`src/design/dic_consts.svh`:
```
// register offsets, reset values, field positions and limits of the interrupt controller
`ifndef DIC_CONSTS_SVH
`define DIC_CONSTS_SVH

// register byte offsets
`define DIC_OFF_MASK 8'h00
`define DIC_OFF_LATCH 8'h04
`define DIC_OFF_CTRL 8'h08
`define DIC_OFF_PRIO0 8'h0c
`define DIC_OFF_PRIO1 8'h10
`define DIC_OFF_FDIR 8'h14
`define DIC_OFF_FOUT 8'h18
`define DIC_OFF_FMODE 8'h1c
`define DIC_OFF_FROUTE 8'h20
`define DIC_OFF_FIN 8'h24
`define DIC_OFF_SSTAT 8'h28
`define DIC_OFF_SMASK 8'h2c
`define DIC_OFF_SVC 8'h30

// reset values
`define DIC_RST_REG16 16'h0000
`define DIC_RST_PRIO0 32'h76543210
`define DIC_RST_PRIO1 32'h0bbbba98

// control fields
`define DIC_CTRL_NEST 4
`define DIC_CTRL_GIE 5
`define DIC_CTRL_MACR 7
`define DIC_CTRL_PCSI 10
`define DIC_CTRL_LPSI 11
`define DIC_CTRL_WMASK 16'h0cb0

// slots
`define DIC_SLOT_RESET 0
`define DIC_SLOT_PDOWN 1
`define DIC_SLOT_STACK 2
`define DIC_SLOT_KERNEL 3
`define DIC_SLOT_USER0 4
`define DIC_NMI_BITS 16'h0003
`define DIC_RESET_ONLY 16'h0001
`define DIC_PRIO_MAX 4'hb

// vector table
`define DIC_VEC_BASE_BOOT 24'h000000
`define DIC_VEC_BASE_NOBOOT 24'h010000

// stack limits
`define DIC_PC_LOW 6'h03
`define DIC_PC_HIGH 6'h1c
`define DIC_LOOP_FULL 4'h8
`define DIC_STAT_DEPTH 5'h10

// system status bits
`define DIC_SEV_TAKEN 0
`define DIC_SEV_STACK 1
`define DIC_SEV_FLAG 2

// bus responses
`define DIC_RESP_OKAY 2'h0
`define DIC_RESP_SLVERR 2'h2

`endif

```
`src/design/dic_pkg.sv`:
```
// types shared by the interrupt controller modules
`default_nettype none
package dic_pkg;
  // flag pin sensitivity, as held in the flag mode field
  typedef enum logic [1:0] {
    dic_mode_level,
    dic_mode_rise,
    dic_mode_fall,
    dic_mode_both
  } dic_flag_mode_t;
  typedef logic [3:0] dic_slot_t;
endpackage : dic_pkg
`default_nettype wire

```
`src/design/dic_flag_detect.sv`:
```
// general flag pin synchroniser and interrupt sensitivity detector
`default_nettype none
module dic_flag_detect #(
  parameter int NUM_FLAGS = 16
) (
  input wire logic ref_clk,
  input wire logic arst_n,
  input wire logic [NUM_FLAGS-1:0] pin_i,
  input wire logic [NUM_FLAGS-1:0] dir,
  input wire logic [NUM_FLAGS-1:0] out_val,
  input wire logic [2*NUM_FLAGS-1:0] mode,
  input wire logic [NUM_FLAGS-1:0] route,
  output logic [NUM_FLAGS-1:0] pin_level,
  output logic evt_src0,
  output logic evt_src1
);
  logic [NUM_FLAGS-1:0] hit;

  genvar i;
  generate
    for (i = 0; i < NUM_FLAGS; i++) begin : g_pin
      logic meta_r;
      logic sync_r;
      logic prev_r;
      // two-stage synchroniser for the pin input
      always_ff @(posedge ref_clk or negedge arst_n) begin
        if (!arst_n) begin
          meta_r <= 1'b0;
          sync_r <= 1'b0;
        end else begin
          meta_r <= pin_i[i];
          sync_r <= meta_r;
        end
      end
      // an output pin feeds its own driven value back: software interrupt
      assign pin_level[i] = dir[i] ? out_val[i] : sync_r;
      // previous level for edge detection
      always_ff @(posedge ref_clk or negedge arst_n) begin
        if (!arst_n) begin
          prev_r <= 1'b0;
        end else begin
          prev_r <= pin_level[i];
        end
      end
      // level, single edge or dual edge sensitivity
      always_comb begin
        unique case (dic_pkg::dic_flag_mode_t'(mode[2*i +: 2]))
          dic_pkg::dic_mode_level: hit[i] = pin_level[i];
          dic_pkg::dic_mode_rise: hit[i] = pin_level[i] & ~prev_r;
          dic_pkg::dic_mode_fall: hit[i] = ~pin_level[i] & prev_r;
          dic_pkg::dic_mode_both: hit[i] = pin_level[i] ^ prev_r;
        endcase
      end
    end
  endgenerate

  // each pin reaches one of the two flag peripheral sources
  assign evt_src0 = |(hit & ~route);
  assign evt_src1 = |(hit & route);
endmodule : dic_flag_detect
`default_nettype wire

```
`src/design/dic_interrupt_controller.sv`:
```
// prioritised interrupt controller with axi4-lite register slave
//
// Design decisions made here: the register offsets and register access over AXI4-Lite.
`default_nettype none
`include "dic_consts.svh"
// Function
// seventeen sources accepted and arbitrated
// priority by slot index, emulator highest
// vector is slot index times 0x20
// no-boot mode moves vectors to 0x10000
// reset priorities: id, ids 12-14 at 11
// software rewrites peripheral priority fields
// level 11 sources share bit 15
// level p maps to bit p plus 4
// latch ANDed with mask, highest chosen
// reset, power-down, emulator ignore mask
// bit 4 nesting, bit 5 global enable
// bits 10/11 stack interrupts, 7 rounding
// latch writes force or cancel requests
// context pushed on entry, popped on return
// flag pins level, edge, dual-edge interrupts
// pc stack below 3 or above 28
// global enable instructions, disabled after reset
module dic_interrupt_controller #(
  parameter int NUM_FLAGS = 16
) (
  input wire logic ref_clk,
  input wire logic arst_n,
  input wire logic [7:0] s_axi_awaddr,
  input wire logic s_axi_awvalid,
  output logic s_axi_awready,
  input wire logic [31:0] s_axi_wdata,
  input wire logic [3:0] s_axi_wstrb,
  input wire logic s_axi_wvalid,
  output logic s_axi_wready,
  output logic [1:0] s_axi_bresp,
  output logic s_axi_bvalid,
  input wire logic s_axi_bready,
  input wire logic [7:0] s_axi_araddr,
  input wire logic s_axi_arvalid,
  output logic s_axi_arready,
  output logic [31:0] s_axi_rdata,
  output logic [1:0] s_axi_rresp,
  output logic s_axi_rvalid,
  input wire logic s_axi_rready,
  input wire logic emu_req,
  input wire logic reset_req,
  input wire logic pdown_req,
  input wire logic kernel_req,
  input wire logic [14:0] periph_req,
  input wire logic [5:0] pc_stack_depth,
  input wire logic [3:0] loop_stack_depth,
  input wire logic global_enable_instr,
  input wire logic global_disable_instr,
  input wire logic irq_ack,
  input wire logic irq_ret,
  input wire logic noboot_mode,
  input wire logic [NUM_FLAGS-1:0] general_flag_pin_i,
  output logic [NUM_FLAGS-1:0] general_flag_pin_o,
  output logic [NUM_FLAGS-1:0] general_flag_pin_oe,
  output logic irq_req,
  output logic [23:0] irq_vector,
  output logic [3:0] irq_slot,
  output logic emu_irq,
  output logic ctx_push,
  output logic ctx_pop,
  output logic mac_bias_round,
  output logic sys_irq
);
  if (NUM_FLAGS < 1 || NUM_FLAGS > 16) begin : g_chk
    $error("dic_interrupt_controller: NUM_FLAGS must be 1 to 16");
  end
  // ****************************************
  // registers and internal signals
  // ****************************************
  logic [15:0] mask_r, latch_r, latch_nxt, ctrl_r, ctrl_nxt, in_svc_r;
  logic [31:0] prio0_r, prio1_r, fmode_r, wdata_r, rdata_nxt, rdata_r;
  logic [NUM_FLAGS-1:0] fdir_r, fout_r, froute_r, flag_level;
  logic [2:0] sstat_r, smask_r, sev;
  logic [4:0] depth_r, win, top_svc;
  logic aw_got_r, w_got_r, awready_r, wready_r, bvalid_r, arready_r, rvalid_r;
  logic [7:0] awaddr_r;
  logic [3:0] wstrb_r, irq_slot_r;
  logic [1:0] bresp_r, rresp_r, rresp_nxt;
  logic nb_meta_r, nb_sync_r, irq_req_r, emu_irq_r, ctx_push_r, ctx_pop_r, sys_irq_r;
  logic [23:0] irq_vector_r;
  logic wr_fire, wr_ok, flag_evt0, flag_evt1, pc_evt, loop_evt;
  logic [11:0] user_req;
  logic [15:0] hw_set, elig, allow, svc_clr;
  // lowest set bit: found flag and index
  function automatic logic [4:0] dic_first(input logic [15:0] v);
    logic [4:0] r;
    r = 5'h00;
    for (int k = 15; k >= 0; k--) begin
      if (v[k]) begin
        r = {1'b1, 4'(k)};
      end
    end
    return r;
  endfunction : dic_first
  // byte-lane merge of a write into a 32-bit value
  function automatic logic [31:0] dic_merge(input logic [31:0] old, input logic [31:0] d,
                                            input logic [3:0] s);
    logic [31:0] r;
    r = old;
    for (int b = 0; b < 4; b++) begin
      if (s[b]) begin
        r[8*b +: 8] = d[8*b +: 8];
      end
    end
    return r;
  endfunction : dic_merge
  // ****************************************
  // axi4-lite write channel
  // ****************************************
  assign wr_fire = aw_got_r && w_got_r && !bvalid_r;
  always_comb begin
    unique case (awaddr_r)
      `DIC_OFF_MASK, `DIC_OFF_LATCH, `DIC_OFF_CTRL, `DIC_OFF_PRIO0, `DIC_OFF_PRIO1,
      `DIC_OFF_FDIR, `DIC_OFF_FOUT, `DIC_OFF_FMODE, `DIC_OFF_FROUTE, `DIC_OFF_FIN,
      `DIC_OFF_SSTAT, `DIC_OFF_SMASK, `DIC_OFF_SVC: wr_ok = 1'b1;
      default: wr_ok = 1'b0;
    endcase
  end
  // address and data are taken in either order, answered after both
  always_ff @(posedge ref_clk or negedge arst_n) begin
    if (!arst_n) begin
      {aw_got_r, w_got_r, bvalid_r, awaddr_r, wdata_r, wstrb_r} <= '0;
      {awready_r, wready_r} <= 2'h3;
      bresp_r <= `DIC_RESP_OKAY;
    end else begin
      if (s_axi_awvalid && awready_r) begin
        aw_got_r <= 1'b1;
        awready_r <= 1'b0;
        awaddr_r <= s_axi_awaddr;
      end
      if (s_axi_wvalid && wready_r) begin
        w_got_r <= 1'b1;
        wready_r <= 1'b0;
        wdata_r <= s_axi_wdata;
        wstrb_r <= s_axi_wstrb;
      end
      if (wr_fire) begin
        bvalid_r <= 1'b1;
        bresp_r <= wr_ok ? `DIC_RESP_OKAY : `DIC_RESP_SLVERR;
      end
      if (bvalid_r && s_axi_bready) begin
        {bvalid_r, aw_got_r, w_got_r} <= 3'h0;
        {awready_r, wready_r} <= 2'h3;
      end
    end
  end
  // ****************************************
  // axi4-lite read channel
  // ****************************************
  always_comb begin
    rdata_nxt = 32'h00000000;
    rresp_nxt = `DIC_RESP_OKAY;
    unique case (s_axi_araddr)
      `DIC_OFF_MASK: rdata_nxt[15:0] = mask_r;
      `DIC_OFF_LATCH: rdata_nxt[15:0] = latch_r;
      `DIC_OFF_CTRL: rdata_nxt[15:0] = ctrl_r;
      `DIC_OFF_PRIO0: rdata_nxt = prio0_r;
      `DIC_OFF_PRIO1: rdata_nxt = prio1_r;
      `DIC_OFF_FDIR: rdata_nxt[NUM_FLAGS-1:0] = fdir_r;
      `DIC_OFF_FOUT: rdata_nxt[NUM_FLAGS-1:0] = fout_r;
      `DIC_OFF_FMODE: rdata_nxt = fmode_r;
      `DIC_OFF_FROUTE: rdata_nxt[NUM_FLAGS-1:0] = froute_r;
      `DIC_OFF_FIN: rdata_nxt[NUM_FLAGS-1:0] = flag_level;
      `DIC_OFF_SSTAT: rdata_nxt[2:0] = sstat_r;
      `DIC_OFF_SMASK: rdata_nxt[2:0] = smask_r;
      `DIC_OFF_SVC: rdata_nxt = {6'h00, nb_sync_r, depth_r, 4'h0, in_svc_r};
      default: rresp_nxt = `DIC_RESP_SLVERR;
    endcase
  end
  // one read at a time, data captured at the address handshake
  always_ff @(posedge ref_clk or negedge arst_n) begin
    if (!arst_n) begin
      arready_r <= 1'b1;
      {rvalid_r, rdata_r, rresp_r} <= '0;
    end else if (s_axi_arvalid && arready_r) begin
      arready_r <= 1'b0;
      rvalid_r <= 1'b1;
      rdata_r <= rdata_nxt;
      rresp_r <= rresp_nxt;
    end else if (rvalid_r && s_axi_rready) begin
      rvalid_r <= 1'b0;
      arready_r <= 1'b1;
    end
  end
  // ****************************************
  // configuration registers
  // ****************************************
  always_ff @(posedge ref_clk or negedge arst_n) begin
    if (!arst_n) begin
      mask_r <= `DIC_RST_REG16;
      prio0_r <= `DIC_RST_PRIO0;
      prio1_r <= `DIC_RST_PRIO1;
      {fdir_r, fout_r, fmode_r, froute_r, smask_r} <= '0;
    end else if (wr_fire) begin
      unique case (awaddr_r)
        `DIC_OFF_MASK: mask_r <= 16'(dic_merge(32'(mask_r), wdata_r, wstrb_r));
        `DIC_OFF_PRIO0: prio0_r <= dic_merge(prio0_r, wdata_r, wstrb_r);
        `DIC_OFF_PRIO1: prio1_r <= {4'h0, 28'(dic_merge(prio1_r, wdata_r, wstrb_r))};
        `DIC_OFF_FDIR: fdir_r <= NUM_FLAGS'(dic_merge(32'(fdir_r), wdata_r, wstrb_r));
        `DIC_OFF_FOUT: fout_r <= NUM_FLAGS'(dic_merge(32'(fout_r), wdata_r, wstrb_r));
        `DIC_OFF_FMODE: fmode_r <= dic_merge(fmode_r, wdata_r, wstrb_r);
        `DIC_OFF_FROUTE: froute_r <= NUM_FLAGS'(dic_merge(32'(froute_r), wdata_r, wstrb_r));
        `DIC_OFF_SMASK: smask_r <= 3'(dic_merge(32'(smask_r), wdata_r, wstrb_r));
        default: ;
      endcase
    end
  end
  // control: software fields, then the enable and disable instructions
  always_comb begin
    ctrl_nxt = ctrl_r;
    if (wr_fire && awaddr_r == `DIC_OFF_CTRL) begin
      ctrl_nxt = 16'(dic_merge(32'(ctrl_r), wdata_r, wstrb_r)) & `DIC_CTRL_WMASK;
    end
    if (global_enable_instr) ctrl_nxt[`DIC_CTRL_GIE] = 1'b1;
    if (global_disable_instr) ctrl_nxt[`DIC_CTRL_GIE] = 1'b0;
  end
  // global enable is off after reset, so only the reset slot is serviced
  always_ff @(posedge ref_clk or negedge arst_n) begin
    if (!arst_n) begin
      ctrl_r <= `DIC_RST_REG16;
    end else begin
      ctrl_r <= ctrl_nxt;
    end
  end
  // ****************************************
  // sources
  // ****************************************
  dic_flag_detect #(
    .NUM_FLAGS(NUM_FLAGS)
  ) u_flags (
    .ref_clk(ref_clk),
    .arst_n(arst_n),
    .pin_i(general_flag_pin_i),
    .dir(fdir_r),
    .out_val(fout_r),
    .mode(fmode_r[2*NUM_FLAGS-1:0]),
    .route(froute_r),
    .pin_level(flag_level),
    .evt_src0(flag_evt0),
    .evt_src1(flag_evt1)
  );
  // flag events join the two flag peripheral sources
  dic_prio_route #(
    .NUM_SRC(15),
    .NUM_USER(12)
  ) u_route (
    .src_req(periph_req | {1'b0, flag_evt1, flag_evt0, 12'h000}),
    .prio({prio1_r[27:0], prio0_r}),
    .user_req(user_req)
  );
  // stack level events, each behind its control enable
  assign pc_evt = ctrl_r[`DIC_CTRL_PCSI] &&
                  (pc_stack_depth < `DIC_PC_LOW || pc_stack_depth > `DIC_PC_HIGH);
  assign loop_evt = ctrl_r[`DIC_CTRL_LPSI] && (loop_stack_depth >= `DIC_LOOP_FULL);
  // hardware requests into the sixteen latch bits
  always_comb begin
    hw_set = {user_req, 4'h0};
    hw_set[`DIC_SLOT_RESET] = reset_req;
    hw_set[`DIC_SLOT_PDOWN] = pdown_req;
    hw_set[`DIC_SLOT_STACK] = pc_evt | loop_evt;
    hw_set[`DIC_SLOT_KERNEL] = kernel_req;
  end
  // ****************************************
  // latch and arbitration
  // ****************************************
  // software write first, service clear next, hardware set wins last
  always_comb begin
    latch_nxt = latch_r;
    if (wr_fire && awaddr_r == `DIC_OFF_LATCH) begin
      latch_nxt = 16'(dic_merge(32'(latch_r), wdata_r, wstrb_r));
    end
    if (irq_ack && irq_req_r) latch_nxt[irq_slot_r] = 1'b0;
    latch_nxt = latch_nxt | hw_set;
  end
  always_ff @(posedge ref_clk or negedge arst_n) begin
    if (!arst_n) begin
      latch_r <= `DIC_RST_REG16;
    end else begin
      latch_r <= latch_nxt;
    end
  end
  // mask gates all but reset and power-down; disable leaves only reset
  always_comb begin
    elig = latch_r & (mask_r | `DIC_NMI_BITS);
    if (!ctrl_r[`DIC_CTRL_GIE]) begin
      elig = elig & `DIC_RESET_ONLY;
    end
    top_svc = dic_first(in_svc_r);
    if (!top_svc[4]) begin
      allow = 16'hffff;
    end else if (ctrl_r[`DIC_CTRL_NEST]) begin
      allow = (16'h0001 << top_svc[3:0]) - 16'h0001;
    end else begin
      allow = 16'h0000;
    end
    if (depth_r == `DIC_STAT_DEPTH) begin
      allow = 16'h0000;
    end
    win = dic_first(elig & allow);
  end
  // request, slot and vector to the sequencer; dropped for one cycle at ack
  always_ff @(posedge ref_clk or negedge arst_n) begin
    if (!arst_n) begin
      {irq_req_r, irq_slot_r, emu_irq_r} <= '0;
      irq_vector_r <= `DIC_VEC_BASE_BOOT;
    end else begin
      emu_irq_r <= emu_req;
      irq_req_r <= win[4] && !emu_req && !(irq_ack && irq_req_r);
      irq_slot_r <= win[3:0];
      irq_vector_r <= (nb_sync_r ? `DIC_VEC_BASE_NOBOOT : `DIC_VEC_BASE_BOOT) |
                      {15'h0000, win[3:0], 5'h00};
    end
  end
  // in-service tracking and context push and pop
  assign svc_clr = (irq_ret && top_svc[4]) ? (16'h0001 << top_svc[3:0]) : 16'h0000;
  always_ff @(posedge ref_clk or negedge arst_n) begin
    if (!arst_n) begin
      {in_svc_r, depth_r, ctx_push_r, ctx_pop_r} <= '0;
    end else begin
      ctx_push_r <= irq_ack && irq_req_r;
      ctx_pop_r <= irq_ret && top_svc[4];
      in_svc_r <= (in_svc_r & ~svc_clr) |
                  ((irq_ack && irq_req_r) ? (16'h0001 << irq_slot_r) : 16'h0000);
      if ((irq_ack && irq_req_r) && !(irq_ret && top_svc[4])) begin
        depth_r <= depth_r + 5'h01;
      end else if (!(irq_ack && irq_req_r) && (irq_ret && top_svc[4])) begin
        depth_r <= depth_r - 5'h01;
      end
    end
  end
  // ****************************************
  // mode strap, system status and outputs
  // ****************************************
  always_ff @(posedge ref_clk or negedge arst_n) begin
    if (!arst_n) begin
      {nb_meta_r, nb_sync_r} <= 2'h0;
    end else begin
      nb_meta_r <= noboot_mode;
      nb_sync_r <= nb_meta_r;
    end
  end
  // sticky events, write one to clear, new event wins
  assign sev = {flag_evt0 | flag_evt1, pc_evt | loop_evt, irq_ack && irq_req_r};
  always_ff @(posedge ref_clk or negedge arst_n) begin
    if (!arst_n) begin
      {sstat_r, sys_irq_r} <= 4'h0;
    end else begin
      if (wr_fire && awaddr_r == `DIC_OFF_SSTAT && wstrb_r[0]) begin
        sstat_r <= (sstat_r & ~wdata_r[2:0]) | sev;
      end else begin
        sstat_r <= sstat_r | sev;
      end
      sys_irq_r <= |(sstat_r & smask_r);
    end
  end
  // registered outputs
  assign {s_axi_awready, s_axi_wready, s_axi_bvalid} = {awready_r, wready_r, bvalid_r};
  assign {s_axi_bresp, s_axi_arready, s_axi_rvalid} = {bresp_r, arready_r, rvalid_r};
  assign {s_axi_rdata, s_axi_rresp} = {rdata_r, rresp_r};
  assign {general_flag_pin_o, general_flag_pin_oe} = {fout_r, fdir_r};
  assign {irq_req, irq_slot, irq_vector} = {irq_req_r, irq_slot_r, irq_vector_r};
  assign {emu_irq, ctx_push, ctx_pop} = {emu_irq_r, ctx_push_r, ctx_pop_r};
  assign mac_bias_round = ctrl_r[`DIC_CTRL_MACR];
  assign sys_irq = sys_irq_r;
endmodule : dic_interrupt_controller
`default_nettype wire

```
`src/design/dic_prio_route.sv`:
```
// routes peripheral sources onto user slots by their programmed priority
`default_nettype none
`include "dic_consts.svh"
module dic_prio_route #(
  parameter int NUM_SRC = 15,
  parameter int NUM_USER = 12
) (
  input wire logic [NUM_SRC-1:0] src_req,
  input wire logic [4*NUM_SRC-1:0] prio,
  output logic [NUM_USER-1:0] user_req
);
  logic [NUM_USER-1:0] hot [NUM_SRC];

  genvar i;
  generate
    if (NUM_USER != 12 || NUM_SRC < 1 || NUM_SRC > 16) begin : g_chk
      $error("dic_prio_route: unsupported source or slot count");
    end
    for (i = 0; i < NUM_SRC; i++) begin : g_src
      logic [3:0] lvl;
      // levels above the lowest share the lowest user slot
      assign lvl = (prio[4*i +: 4] > `DIC_PRIO_MAX) ? `DIC_PRIO_MAX : prio[4*i +: 4];
      // one-hot slot select from the priority field of this identifier
      assign hot[i] = src_req[i] ? (NUM_USER'(1) << lvl) : '0;
    end
  endgenerate

  // merge all sources that share a level
  always_comb begin
    user_req = '0;
    for (int k = 0; k < NUM_SRC; k++) begin
      user_req = user_req | hot[k];
    end
  end
endmodule : dic_prio_route
`default_nettype wire

```
`config.mk`:
```
export PLATFORM = sky130hd
export DESIGN_NAME = dic_interrupt_controller
export DESIGN_NICKNAME = d
export VERILOG_FILES = /design/src/design/dic_pkg.sv /design/src/design/dic_flag_detect.sv /design/src/design/dic_interrupt_controller.sv /design/src/design/dic_prio_route.sv
export VERILOG_INCLUDE_DIRS = /design/src /design/src/design
export SDC_FILE = /design/constraint.sdc
export NUM_CORES = 1
export LEC_CHECK = 0
export BUFFER_PORTS_ARGS = -buffer_cell sky130_fd_sc_hd__buf_2
export CELL_PAD_IN_SITES_DETAIL_PLACEMENT = 1
export CELL_PAD_IN_SITES_GLOBAL_PLACEMENT = 2
export CORE_UTILIZATION = 43
export CTS_BUF_LIST = sky130_fd_sc_hd__clkbuf_2 sky130_fd_sc_hd__clkbuf_4 sky130_fd_sc_hd__clkbuf_8
export CTS_CLUSTER_SIZE = 8
export DETAILED_ROUTE_END_ITERATION = 7
export HOLD_SLACK_MARGIN = 0.12
export MAX_ROUTING_LAYER = met4
export PLACE_DENSITY = 0.92
export SLEW_MARGIN = 10
export SYNTH_ARGS = -nofsm -noshare
export SYNTH_HDL_FRONTEND = slang
export SYNTH_SLANG_ARGS = --single-unit
```
`constraint.sdc`:
```
create_clock -name ref_clk -period 5.6 [get_ports ref_clk]
set_input_delay 0.56 -clock ref_clk [delete_from_list [all_inputs] [get_ports ref_clk]]
set_output_delay 0.56 -clock ref_clk [all_outputs]
set_load 0.02 [all_outputs]
```
Word-level counts from Yosys, hierarchy flattened
Memory sizes are Yosys's and may differ from the RTL's.
Cells that the tools add are included.
{"block": "totals", "regBits": 367, "mem_bits_ro": 64, "in_bits": 109, "output_inout_bits": 107, "wordCells": 537, "memories": 1}
{"block": "op_classes", "addsub": 3, "order_cmp": 20, "n_eq_ne": 71, "shifts": 17, "mux": 134, "bitwise_logic": 114, "reduce_logical": 79}
{"name": "(no name shown)", "depth": 64, "width": 1, "rd": 1, "rd_clocked_by_memory_dff": 0, "wr": 0, "line_no": "dic_interrupt_controller.sv:118", "rtl": "unique case (awaddr_r)"}
{"op": "two-way mux 12 bit", "count": 15}
{"op": "<< shifter 1 x 4 -> 12 bit, first input constant", "count": 15}
{"op": "two-way mux 5 bit", "count": 34}
{"op": "OR 12 bit", "count": 14}
{"op": "one-hot mux 13 bit (11 select lines)", "count": 1}
{"op": "two-way mux 16 bit", "count": 8}
{"op": "bitwise AND 16 bit", "count": 6}
{"op": "equality test 2 bit, second input constant", "count": 32}
{"op": "equality test 8 x 5 -> 1 bit, second input constant", "count": 8}
{"op": "equality test 8 x 6 -> 1 bit, second input constant", "count": 8}
{"op": "one-hot mux 1 bit (4 select lines)", "count": 16}
{"op": "one-hot mux 16 bit (4 select lines)", "count": 1}
{"op": "AND reduction 3 bit", "count": 21}
{"op": "> comparator 4 bit, second input constant", "count": 15}
{"op": "two-way mux 4 bit", "count": 15}
{"op": "NOT 16 bit", "count": 3}
{"op": "one-hot mux 3 bit (12 select lines)", "count": 1}
{"op": "logical NOT 2 bit", "count": 17}
{"op": "two-way mux 1 bit", "count": 34}
{"op": "bitwise AND 1 bit", "count": 32}
{"op": "equality test 2 x 1 -> 1 bit, second input constant", "count": 16}
{"op": "equality test 8 x 4 -> 1 bit, second input constant", "count": 4}
{"op": "NOT 1 bit", "count": 32}
{"op": "OR 16 bit", "count": 2}
{"op": "other kinds (34)", "count": 88}

Logic depth before layout (Yosys ltp)
Gate-level depths: netlist (run 1).
{"block": "logic_depth", "ltp_word": 40, "ltp_mapped": 16, "ltp_nobuf": 13}

Hierarchy
Synthesis (run 1) repeated with hierarchy kept, for this count alone.
{"block": "hier_totals", "hier_cells": 1720, "area_unflattened_um2": 18589.1}
{"module": "dic_interrupt_controller", "instances": 1, "cells_per_inst": 1176, "area_per_inst_um2": 14127.3, "seq_area_each_um2": 7572.3}
{"module": "dic_flag_detect", "instances": 1, "cells_per_inst": 273, "area_per_inst_um2": 2803.9, "seq_area_each_um2": 1201.2}
{"module": "dic_prio_route", "instances": 1, "cells_per_inst": 271, "area_per_inst_um2": 1657.8, "seq_area_each_um2": 0.0}

Worst setup path before layout (run 1)
No wires, ideal clock.
{"block": "synth_path", "path_type": "register to register", "from": "register in_svc_r[10]", "to": "register irq_vector_r[8], in the netlist irq_vector[8]", "setup_time_ps": 120, "t_arrival_ps": 3242, "required_ps": 5480, "slack_ps": 2239, "stages_incl_launch_ff": 14, "n_path_buf": 1, "period_less_slack_ps": 3361, "path_cell_list": "dfrtp_1 > or4_4 > nor2_2 > nor2_2 > nor3_1 > nand2_1 > ha_1 > clkbuf_1 > and3_1 > o21ai_1 > a21boi_1 > or3b_1 > nor3_1 > and3b_1"}
{"block": "synth_via", "elab_chain_len": 34}
{"item": "from (decl)", "line_no": "dic_interrupt_controller.sv:76", "rtl": "logic [15:0] mask_r, latch_r, latch_nxt, ctrl_r, ctrl_nxt, in_svc_r;"}
{"item": "from (signal assigned)", "line_no": "dic_interrupt_controller.sv:328", "rtl": "in_svc_r <= (in_svc_r & ~svc_clr) |"}
{"item": "two-way mux 5 bit * (11 in a row)", "line_no": "dic_interrupt_controller.sv:95", "rtl": "if (v[k]) begin"}
{"item": "<< shifter 1 x 4 -> 16 bit", "line_no": "dic_interrupt_controller.sv:298", "rtl": "allow = (16'h0001 << top_svc[3:0]) - 16'h0001;"}
{"item": "subtractor 16 x 1 -> 16 bit", "line_no": "dic_interrupt_controller.sv:298"}
{"item": "two-way mux 16 bit", "line_no": "dic_interrupt_controller.sv:297", "rtl": "end else if (ctrl_r[`DIC_CTRL_NEST]) begin"}
{"item": "two-way mux 16 bit *", "line_no": "dic_interrupt_controller.sv:295", "rtl": "if (!top_svc[4]) begin"}
{"item": "two-way mux 16 bit *", "line_no": "dic_interrupt_controller.sv:302", "rtl": "if (depth_r == `DIC_STAT_DEPTH) begin"}
{"item": "bitwise AND 16 bit *", "line_no": "dic_interrupt_controller.sv:305", "rtl": "win = dic_first(elig & allow);"}
{"item": "two-way mux 5 bit (15 in a row)", "line_no": "dic_interrupt_controller.sv:95"}
{"item": "two-way mux 5 bit *", "line_no": "dic_interrupt_controller.sv:95"}
{"item": "named net win[3]", "line_no": "dic_interrupt_controller.sv:80", "rtl": "logic [4:0] depth_r, win, top_svc;"}
{"item": "OR 17 x 9 -> 17 bit *", "line_no": "dic_interrupt_controller.sv:316", "rtl": "irq_vector_r <= (nb_sync_r ? `DIC_VEC_BASE_NOBOOT : `DIC_VEC_BASE_BOOT) |"}
{"item": "to (signal assigned)", "line_no": "dic_interrupt_controller.sv:311", "rtl": "irq_vector_r <= `DIC_VEC_BASE_BOOT;"}
{"item": "to (signal assigned)", "line_no": "dic_interrupt_controller.sv:316"}
{"item": "to (decl)", "line_no": "dic_interrupt_controller.sv:86", "rtl": "logic [23:0] irq_vector_r;"}
Mark *: on every way through the listed nets, which the timed path passes. The rest lies on a longest branch.
A chain may end at the register's enable or synchronous reset.

Final worst setup path (run 1)
{"block": "layout_path", "from": "register in_svc_r[3]", "to": "register irq_vector_r[8], in the netlist irq_vector[8]"}
{"block": "layout_via", "elab_chain_len": 27}
{"item": "two-way mux 5 bit * (4 in a row)", "line_no": "dic_interrupt_controller.sv:95"}
{"item": "<< shifter 1 x 4 -> 16 bit", "line_no": "dic_interrupt_controller.sv:298"}
{"item": "subtractor 16 x 1 -> 16 bit", "line_no": "dic_interrupt_controller.sv:298"}
{"item": "two-way mux 16 bit", "line_no": "dic_interrupt_controller.sv:297"}
{"item": "two-way mux 16 bit *", "line_no": "dic_interrupt_controller.sv:295"}
{"item": "two-way mux 16 bit *", "line_no": "dic_interrupt_controller.sv:302"}
{"item": "bitwise AND 16 bit *", "line_no": "dic_interrupt_controller.sv:305"}
{"item": "two-way mux 5 bit (15 in a row)", "line_no": "dic_interrupt_controller.sv:95"}
{"item": "two-way mux 5 bit *", "line_no": "dic_interrupt_controller.sv:95"}
{"item": "named net win[3]", "line_no": "dic_interrupt_controller.sv:80"}
{"item": "OR 17 x 9 -> 17 bit *", "line_no": "dic_interrupt_controller.sv:316"}
Marked as above.

==> results of run 1 <==
==> registers in the layout (all words and copies together), names as in the netlist, 4 cells and up <==
| signal | cells |
|---|---|
| general_flag_pin_oe | 16 |
| wstrb_r | 4 |
| u_flags.g_pin.meta_r | 16 |
| s_axi_rdata | 32 |
| general_flag_pin_o | 16 |
| prio1_r | 28 |
| awaddr_r | 8 |
| froute_r | 16 |
| u_flags.g_pin.prev_r | 16 |
| u_flags.g_pin.sync_r | 16 |
| prio0_r | 32 |
| latch_r | 16 |
| mask_r | 16 |
| fmode_r | 32 |
| wdata_r | 32 |
| in_svc_r | 16 |
| depth_r | 5 |
| ctrl_r | 5 |
==> stage by stage <==
step | utilization | total power, mW | instances | hold WS (ns) | area (um2)
floorplan | - | 4.776 | 1695 | 0.2644 | 18280
global placement | 0.4687 | 5.647 | 2341 | 0.3336 | 19620
detailed placement | 0.4687 | 5.763 | 2341 | 0.3356 | 19620
CTS | 0.5170 | 8.398 | 2521 | 0.1219 | 21640
global route | 0.5171 | 8.800 | 2522 | 0.1392 | 21640
finish | 0.5171 | 8.449 | 2522 | 0.1567 | 21640
==> worst paths after layout <==
check                                                  start                                end  slack [ns]  depth (start not counted)
hold reg to reg            u_flags.g_pin[1].meta_r$_DFF_PN0_  u_flags.g_pin[1].sync_r$_DFF_PN0_        0.35                          0
setup reg to reg                       in_svc_r[3]$_DFF_PN0_            irq_vector[8]$_DFF_PN0_        1.62                         13
max in group asynchronous                             arst_n            awaddr_r[4]$_DFFE_PN0P_        3.77                          3
hold / removal                               s_axi_wdata[27]            wdata_r[27]$_DFFE_PN0P_        0.16                          2
setup / recovery                       in_svc_r[3]$_DFF_PN0_            irq_vector[8]$_DFF_PN0_        1.62                         13
min in group asynchronous                             arst_n            prio0_r[21]$_DFFE_PN0P_        0.53                          2
==> critical path, stage by stage, from the launching register on <==
cell,delay [ns]
dfrtp_1,0.48
nor4_4,0.58
nand2_1,0.28
nor2_2,0.39
nor3_1,0.18
nand2_1,0.11
ha_1,0.36
nor2_1,0.08
nor4b_1,0.15
o21ai_1,0.21
a21boi_1,0.12
or3b_1,0.41
nor3_1,0.29
and3b_1,0.22
==> placed cells by master, fill, tap and decap left out, types with 24 or more instances in the layout <==
cell           count
a22oi_1           46
inv_1             81
buf_2            190
clkbuf_8          72
mux2_2           218
nand2b_1          25
nor2_1           105
a31oi_1           28
a21oi_1           46
nand2_1          130
nor3_1            39
ha_1              37
o21ai_0           54
nand3b_1          25
dfrtp_1          317
nand3_1           29
a221oi_1          28
mux2i_1           24
dlygate4sd3_1     69
clkbuf_4          30
dfstp_2           32
==> kinds of logic after synthesis <==
family,Yosys count
adders and majority gates,38
other,1
muxes,258
DFF,349
AOI/OAI and AO/OA,358
and+or+nand+nor,486
xor gates and xnor gates,6
buffers and inverters,179
==> metal layers <==
metal / share of wire / vias to the layer above / global-route usage
met5: 0 / - / -
met4: 0.036 / 0 / 0.1356
met3: 0.086 / 182 / 0.07958
met2: 0.47 / 766 / 0.5691
met1: 0.41 / 8242 / 0.4733
li1: - / 6724 / -
==> power groups by stage <==
stage	clock network, mW	logic, mW	registers, mW
finish	2.61	2.05	3.79
floorplan	0	1.23	3.55
detailed placement	0	1.97	3.79
global route	2.76	2.21	3.83
CTS	2.63	2.02	3.75
global placement	0	1.89	3.75
==> cell type report <==
class	count	area, um2	area share
antenna	1	2.502	0.0001156
clock buffer	102	1216	0.05620
clock inverter	9	115.1	0.005319
inverter	81	304.0	0.01405
multi-input combinational	1167	8768	0.4052
sequential	349	8773	0.4054
tap	539	674.4	0.03116
timing repair buffer	274	1787	0.08256
==> what timing repair did <==
action | in CTS | in global routing
buffers inserted | 0 | 0
gates resized for setup | 0 | 0
endpoints found under the hold margin | 178 | 0
hold buffers | 69 | 0
==> results_dict.tcl, run 1 <==
set metrics [dict create \
    outcome "finished clean" \
    synth_edf_count 0 \
    area_growth_pct 18.89 \
    synth_async_sr_flop_share 1.000 \
    layout-drive-gt1-share 0.3058 \
    grt_start_max_net_pins 130 \
    maxSlewHeadroom 0.1360 \
    critical_path_class "reg -> reg" \
    seqPwrFrac 0.449 \
    crit_fanout 9 \
    synthSimpleGateAreaFrac 0.1368 \
    skew_ns 0.05067 \
    setup-tns-final_ns 0 \
    synth_compound_area_frac 0.1414 \
    critPathLaunchType "flop" \
    max_slew.worst_pin.slew_ns 1.295 \
    routed-via-count 15914 \
    synth_common_cells "dfrtp_1 (317), mux2_2 (218), nand2_1 (131)" \
    viasPerCell 6.310 \
    p_clk_frac 0.309 \
    finalCritPeriodShare 0.7111 \
    antenna_found_initial 1 \
    setup_viol 0 \
    overflow 0 \
    hold_path_class "in -> reg" \
    dieWidth_um 207.7 \
    slew_violations 0 \
    fillers 4571 \
    worstPathArrival_ns 4.56 \
    hold_viol 0 \
    syn_area_um2 18200 \
    switching_share 0.3721 \
    critical_path_required_ns 6.18 \
    die-area_um2 43160 \
    path_clk_slew_ns 0.07 \
    drc 0 \
    dp_hpwl_mm 55.37 \
    ys_types 79 \
    clkSinkCount 349 \
    htreeDepth 2 \
    cts_tree "yes" \
    yosys-top-cells-area "dfrtp_1 (44%), mux2_2 (13%), dfstp_2 (4.6%)" \
    synth_top_family_by_area "multiplexers" \
    synth.most_common_cell "dfrtp_1" \
    drt.antenna.violating_nets 0 \
    comb_power_share 0.242 \
    yosysTopAreaCell "dfrtp_1" \
    p_sw_mw 3.144 \
    rsz0062_at_grt "false" \
    synthXorXnorAreaFrac 0.002887 \
    die_h_um 207.7 \
    cts-root-buf "clkbuf_8" \
    grt_pass1_vias 16949 \
    rows 75 \
    port_buffers 191 \
    clk_latency_ns 0.71 \
    track_usage 0.3672 \
    first_iter_violations 1576 \
    ys_warn_count 0 \
    place_congestion 1.004 \
    yosys_most_used_dff "dfrtp_1" \
    cap_violations 0 \
    grt_pass1_wl_mm 113.4 \
    irDropWorstVdd_uv 294.5 \
    io_pins 216 \
    dp_slack_ns 1.726 \
    initial_core_util 0.4349 \
    netlist_instances 1675 \
    p_leak_nw 9.848 \
    nets 2079 \
    cts_buffers 59 \
    postSynthAreaPerCell_um2 10.87 \
    synth_fa_ha_area_frac 0.02653 \
    wirelength_mm 76.41 \
    ys_ff_latch 349 \
    core_area_um2 41850 \
    cp-end-kind "flop" \
    yosysTopAreaCellShare 0.4358 \
    wl_per_cell_um 30.30 \
    drt_pass1_iterations 6 \
    seq_area_frac_synth 0.4820 \
    intPower_mw 5.305 \
    timing.final.ws_setup_ns 1.618 \
    post-route-min-period_ns 3.982 \
    clock_path_buffers 3 \
    fmax_mhz 251.1 \
    p_per_area_nw_per_um2 390.4 \
    synthMuxAreaShare 0.1679 \
]
No activity file was read; power rests on OpenSTA's default activity.
==> run 2, diff against run 1 <==
- CORE_UTILIZATION: 43 -> 36
- PLACE_DENSITY: 0.92 -> 0.83
- clock period: 5.6 -> 3.5 ns (I/O delays scaled with it)
==> results_dict.tcl, run 2 (synthesis results as in run 1) <==
set metrics [dict create \
    outcome "finished clean" \
    skew_ns 0.07891 \
    track_usage 0.3110 \
    setup_viol 0 \
    die-area_um2 51470 \
    critPathLaunchType "flop" \
    clock_path_buffers 3 \
    finalCritPeriodShare 0.9638 \
    antenna_found_initial 3 \
    wl_per_cell_um 28.12 \
    dieWidth_um 226.9 \
    cap_violations 0 \
    worstPathCellList "or4_1 > or3_1 > nor2_1 > nand2_1 > mux2_2 > o21ai_0 > nor4b_1 > buf_4 > o221ai_1" \
    hold_path_class "in -> reg" \
    r2r-start "awaddr_r[4]$_DFFE_PN0P_" \
    max_slew.worst_pin.slew_ns 1.107 \
    crit_path_top_delay_cell "or4_1" \
    overflow 0 \
    maxSlewHeadroom 0.2596 \
    cp-end-kind "flop" \
    drt_pass1_iterations 8 \
    clk_latency_ns 0.72 \
    nets 2156 \
    die_h_um 226.9 \
    port_buffers 191 \
    hold_path_startpoint "loop_stack_depth[3]" \
    crit_fanout 5 \
    wirelength_mm 76.92 \
    layout_commonest_cell "dfrtp_1" \
    area_growth_pct 23.75 \
    fillers 5575 \
    io_pins 216 \
    grt_pass1_vias 16660 \
    routed-via-count 16092 \
    place_inst 2535 \
    p_leak_nw 10.28 \
    dp_hpwl_mm 58.22 \
    drt.antenna.violating_nets 0 \
    clkSinkCount 349 \
    min_to "sstat_r[1]$_DFF_PN0_" \
    final-instance-count-excl-fill 2735 \
    viasPerCell 5.884 \
    layout-drive-gt1-share 0.3267 \
    r2r_slack_ns 0.13 \
    grt_start_max_net_pins 95 \
    fmax_mhz 296.4 \
    reg2reg_to "latch_r[14]$_DFF_PN0_" \
    initial_core_util 0.3636 \
    holdPathStages 4 \
    cts_tree "yes" \
    core_area_um2 50070 \
    setup-tns-final_ns 0 \
    hold_viol 0 \
    place_congestion 0.9952 \
    rr_worst_depth 9 \
    irDropWorstVdd_uv 401.3 \
    slew_violations 0 \
    post-route-min-period_ns 3.373 \
    cts_buffers 60 \
    htreeDepth 2 \
    drc 0 \
    rows 82 \
    worstPathArrival_ns 3.87 \
    cts-root-buf "clkbuf_8" \
    path_clk_slew_ns 0.06 \
    critical_path_required_ns 4.00 \
    mostFrequentLayoutCells "dfrtp_1 (317), mux2_2 (218), buf_2 (190), nand2_1 (130), nor2_1 (108)" \
    p_per_area_nw_per_um2 614.8 \
    first_iter_violations 1498 \
    grt_pass1_wl_mm 112.9 \
    rsz0062_at_grt "false" \
    critical_path_class "reg -> reg" \
    cp_slowest_stage_delay_ns 0.58 \
]
-- run 2: changes by cell type in the layout (fill, tap and decap cells not counted), sizes merged --
cell | previous run | this run
bufinv | 2 | 4
inv | 82 | 83
buf | 205 | 269
clkinvlp | 1 | 0
dlygate4sd3 | 69 | 81
diode | 1 | 3
-- run 2: critical path, delay by kind of cell, from the launching register on --
family                 cells  cell delay, ns
and+or+nand+nor            5            1.83
muxes                      1            0.32
buffers and inverters      1            0.21
AOI/OAI and AO/OA          2            0.39
DFF                        1            0.42
-- run 2: final cells by class --
class                      count  area [um2]  area share
multi-input combinational   1167        8775      0.3895
sequential                   349        8773      0.3895
timing repair buffer         350        2400      0.1065
clock buffer                 102        1247     0.05538
tap                          672       840.8     0.03733
inverter                      81       304.0     0.01350
clock inverter                11       177.7    0.007888
antenna                        3       7.507   0.0003333
-- run 2: worst max path at each step --
stage,cells past startpoint,startpoint,slack [ns],end
after floorplan,13,in_svc_r[10]$_DFF_PN0_,0.14,irq_vector[8]$_DFF_PN0_
after global placement,12,in_svc_r[11]$_DFF_PN0_,0.06,irq_vector[8]$_DFF_PN0_
after detailed placement,12,in_svc_r[11]$_DFF_PN0_,-0.01,irq_vector[8]$_DFF_PN0_
after CTS,12,in_svc_r[11]$_DFF_PN0_,0.14,irq_vector[8]$_DFF_PN0_
after global routing,9,awaddr_r[4]$_DFFE_PN0P_,0.001,latch_r[14]$_DFF_PN0_
final,9,awaddr_r[4]$_DFFE_PN0P_,0.13,latch_r[14]$_DFF_PN0_
-- run 2: repair_timing --
item | 4_1_cts | 5_1_grt
hold buffers | 81 | 0
setup buffers | 0 | 3
resized for setup | 1 | 4
hold endpoints to repair | 155 | 0
endpoints found under the setup margin | 1 | 5
cloned | 0 | 0
pin swaps | 0 | 2
-- run 2: routing by layer --
layer / part of all wire / global-route usage / wire, um
met5: 0 / - / 0
met4: 0.029 / 0.09852 / 2242
met3: 0.078 / 0.06505 / 5992
met2: 0.47 / 0.4807 / 35920
met1: 0.43 / 0.4070 / 32760
-- run 2: metrics by stage --
| step | instance area (um2) | utilization | power, mW | setup slack (ns) | hold slack [ns] |
|---|---|---|---|---|---|
| floorplan | 18280 | - | 7.641 | 0.1386 | 0.05441 |
| global placement | 20240 | 0.4042 | 9.241 | 0.05747 | 0.3333 |
| detailed placement | 20240 | 0.4042 | 9.372 | -0.01399 | 0.3356 |
| CTS | 22480 | 0.4489 | 13.87 | 0.1447 | 0.1294 |
| global route | 22530 | 0.4499 | 14.47 | 0.001035 | 0.2051 |
| finish | 22530 | 0.4499 | 13.85 | 0.1267 | 0.1943 |
-- run 2: power breakdown --
group | total, mW | switching [mW] | internal [mW]
registers | 6.01 | 1.19 | 4.82
clock network | 4.36 | 1.82 | 2.55
logic | 3.48 | 1.99 | 1.49
total | 13.8 | 4.99 | 8.86
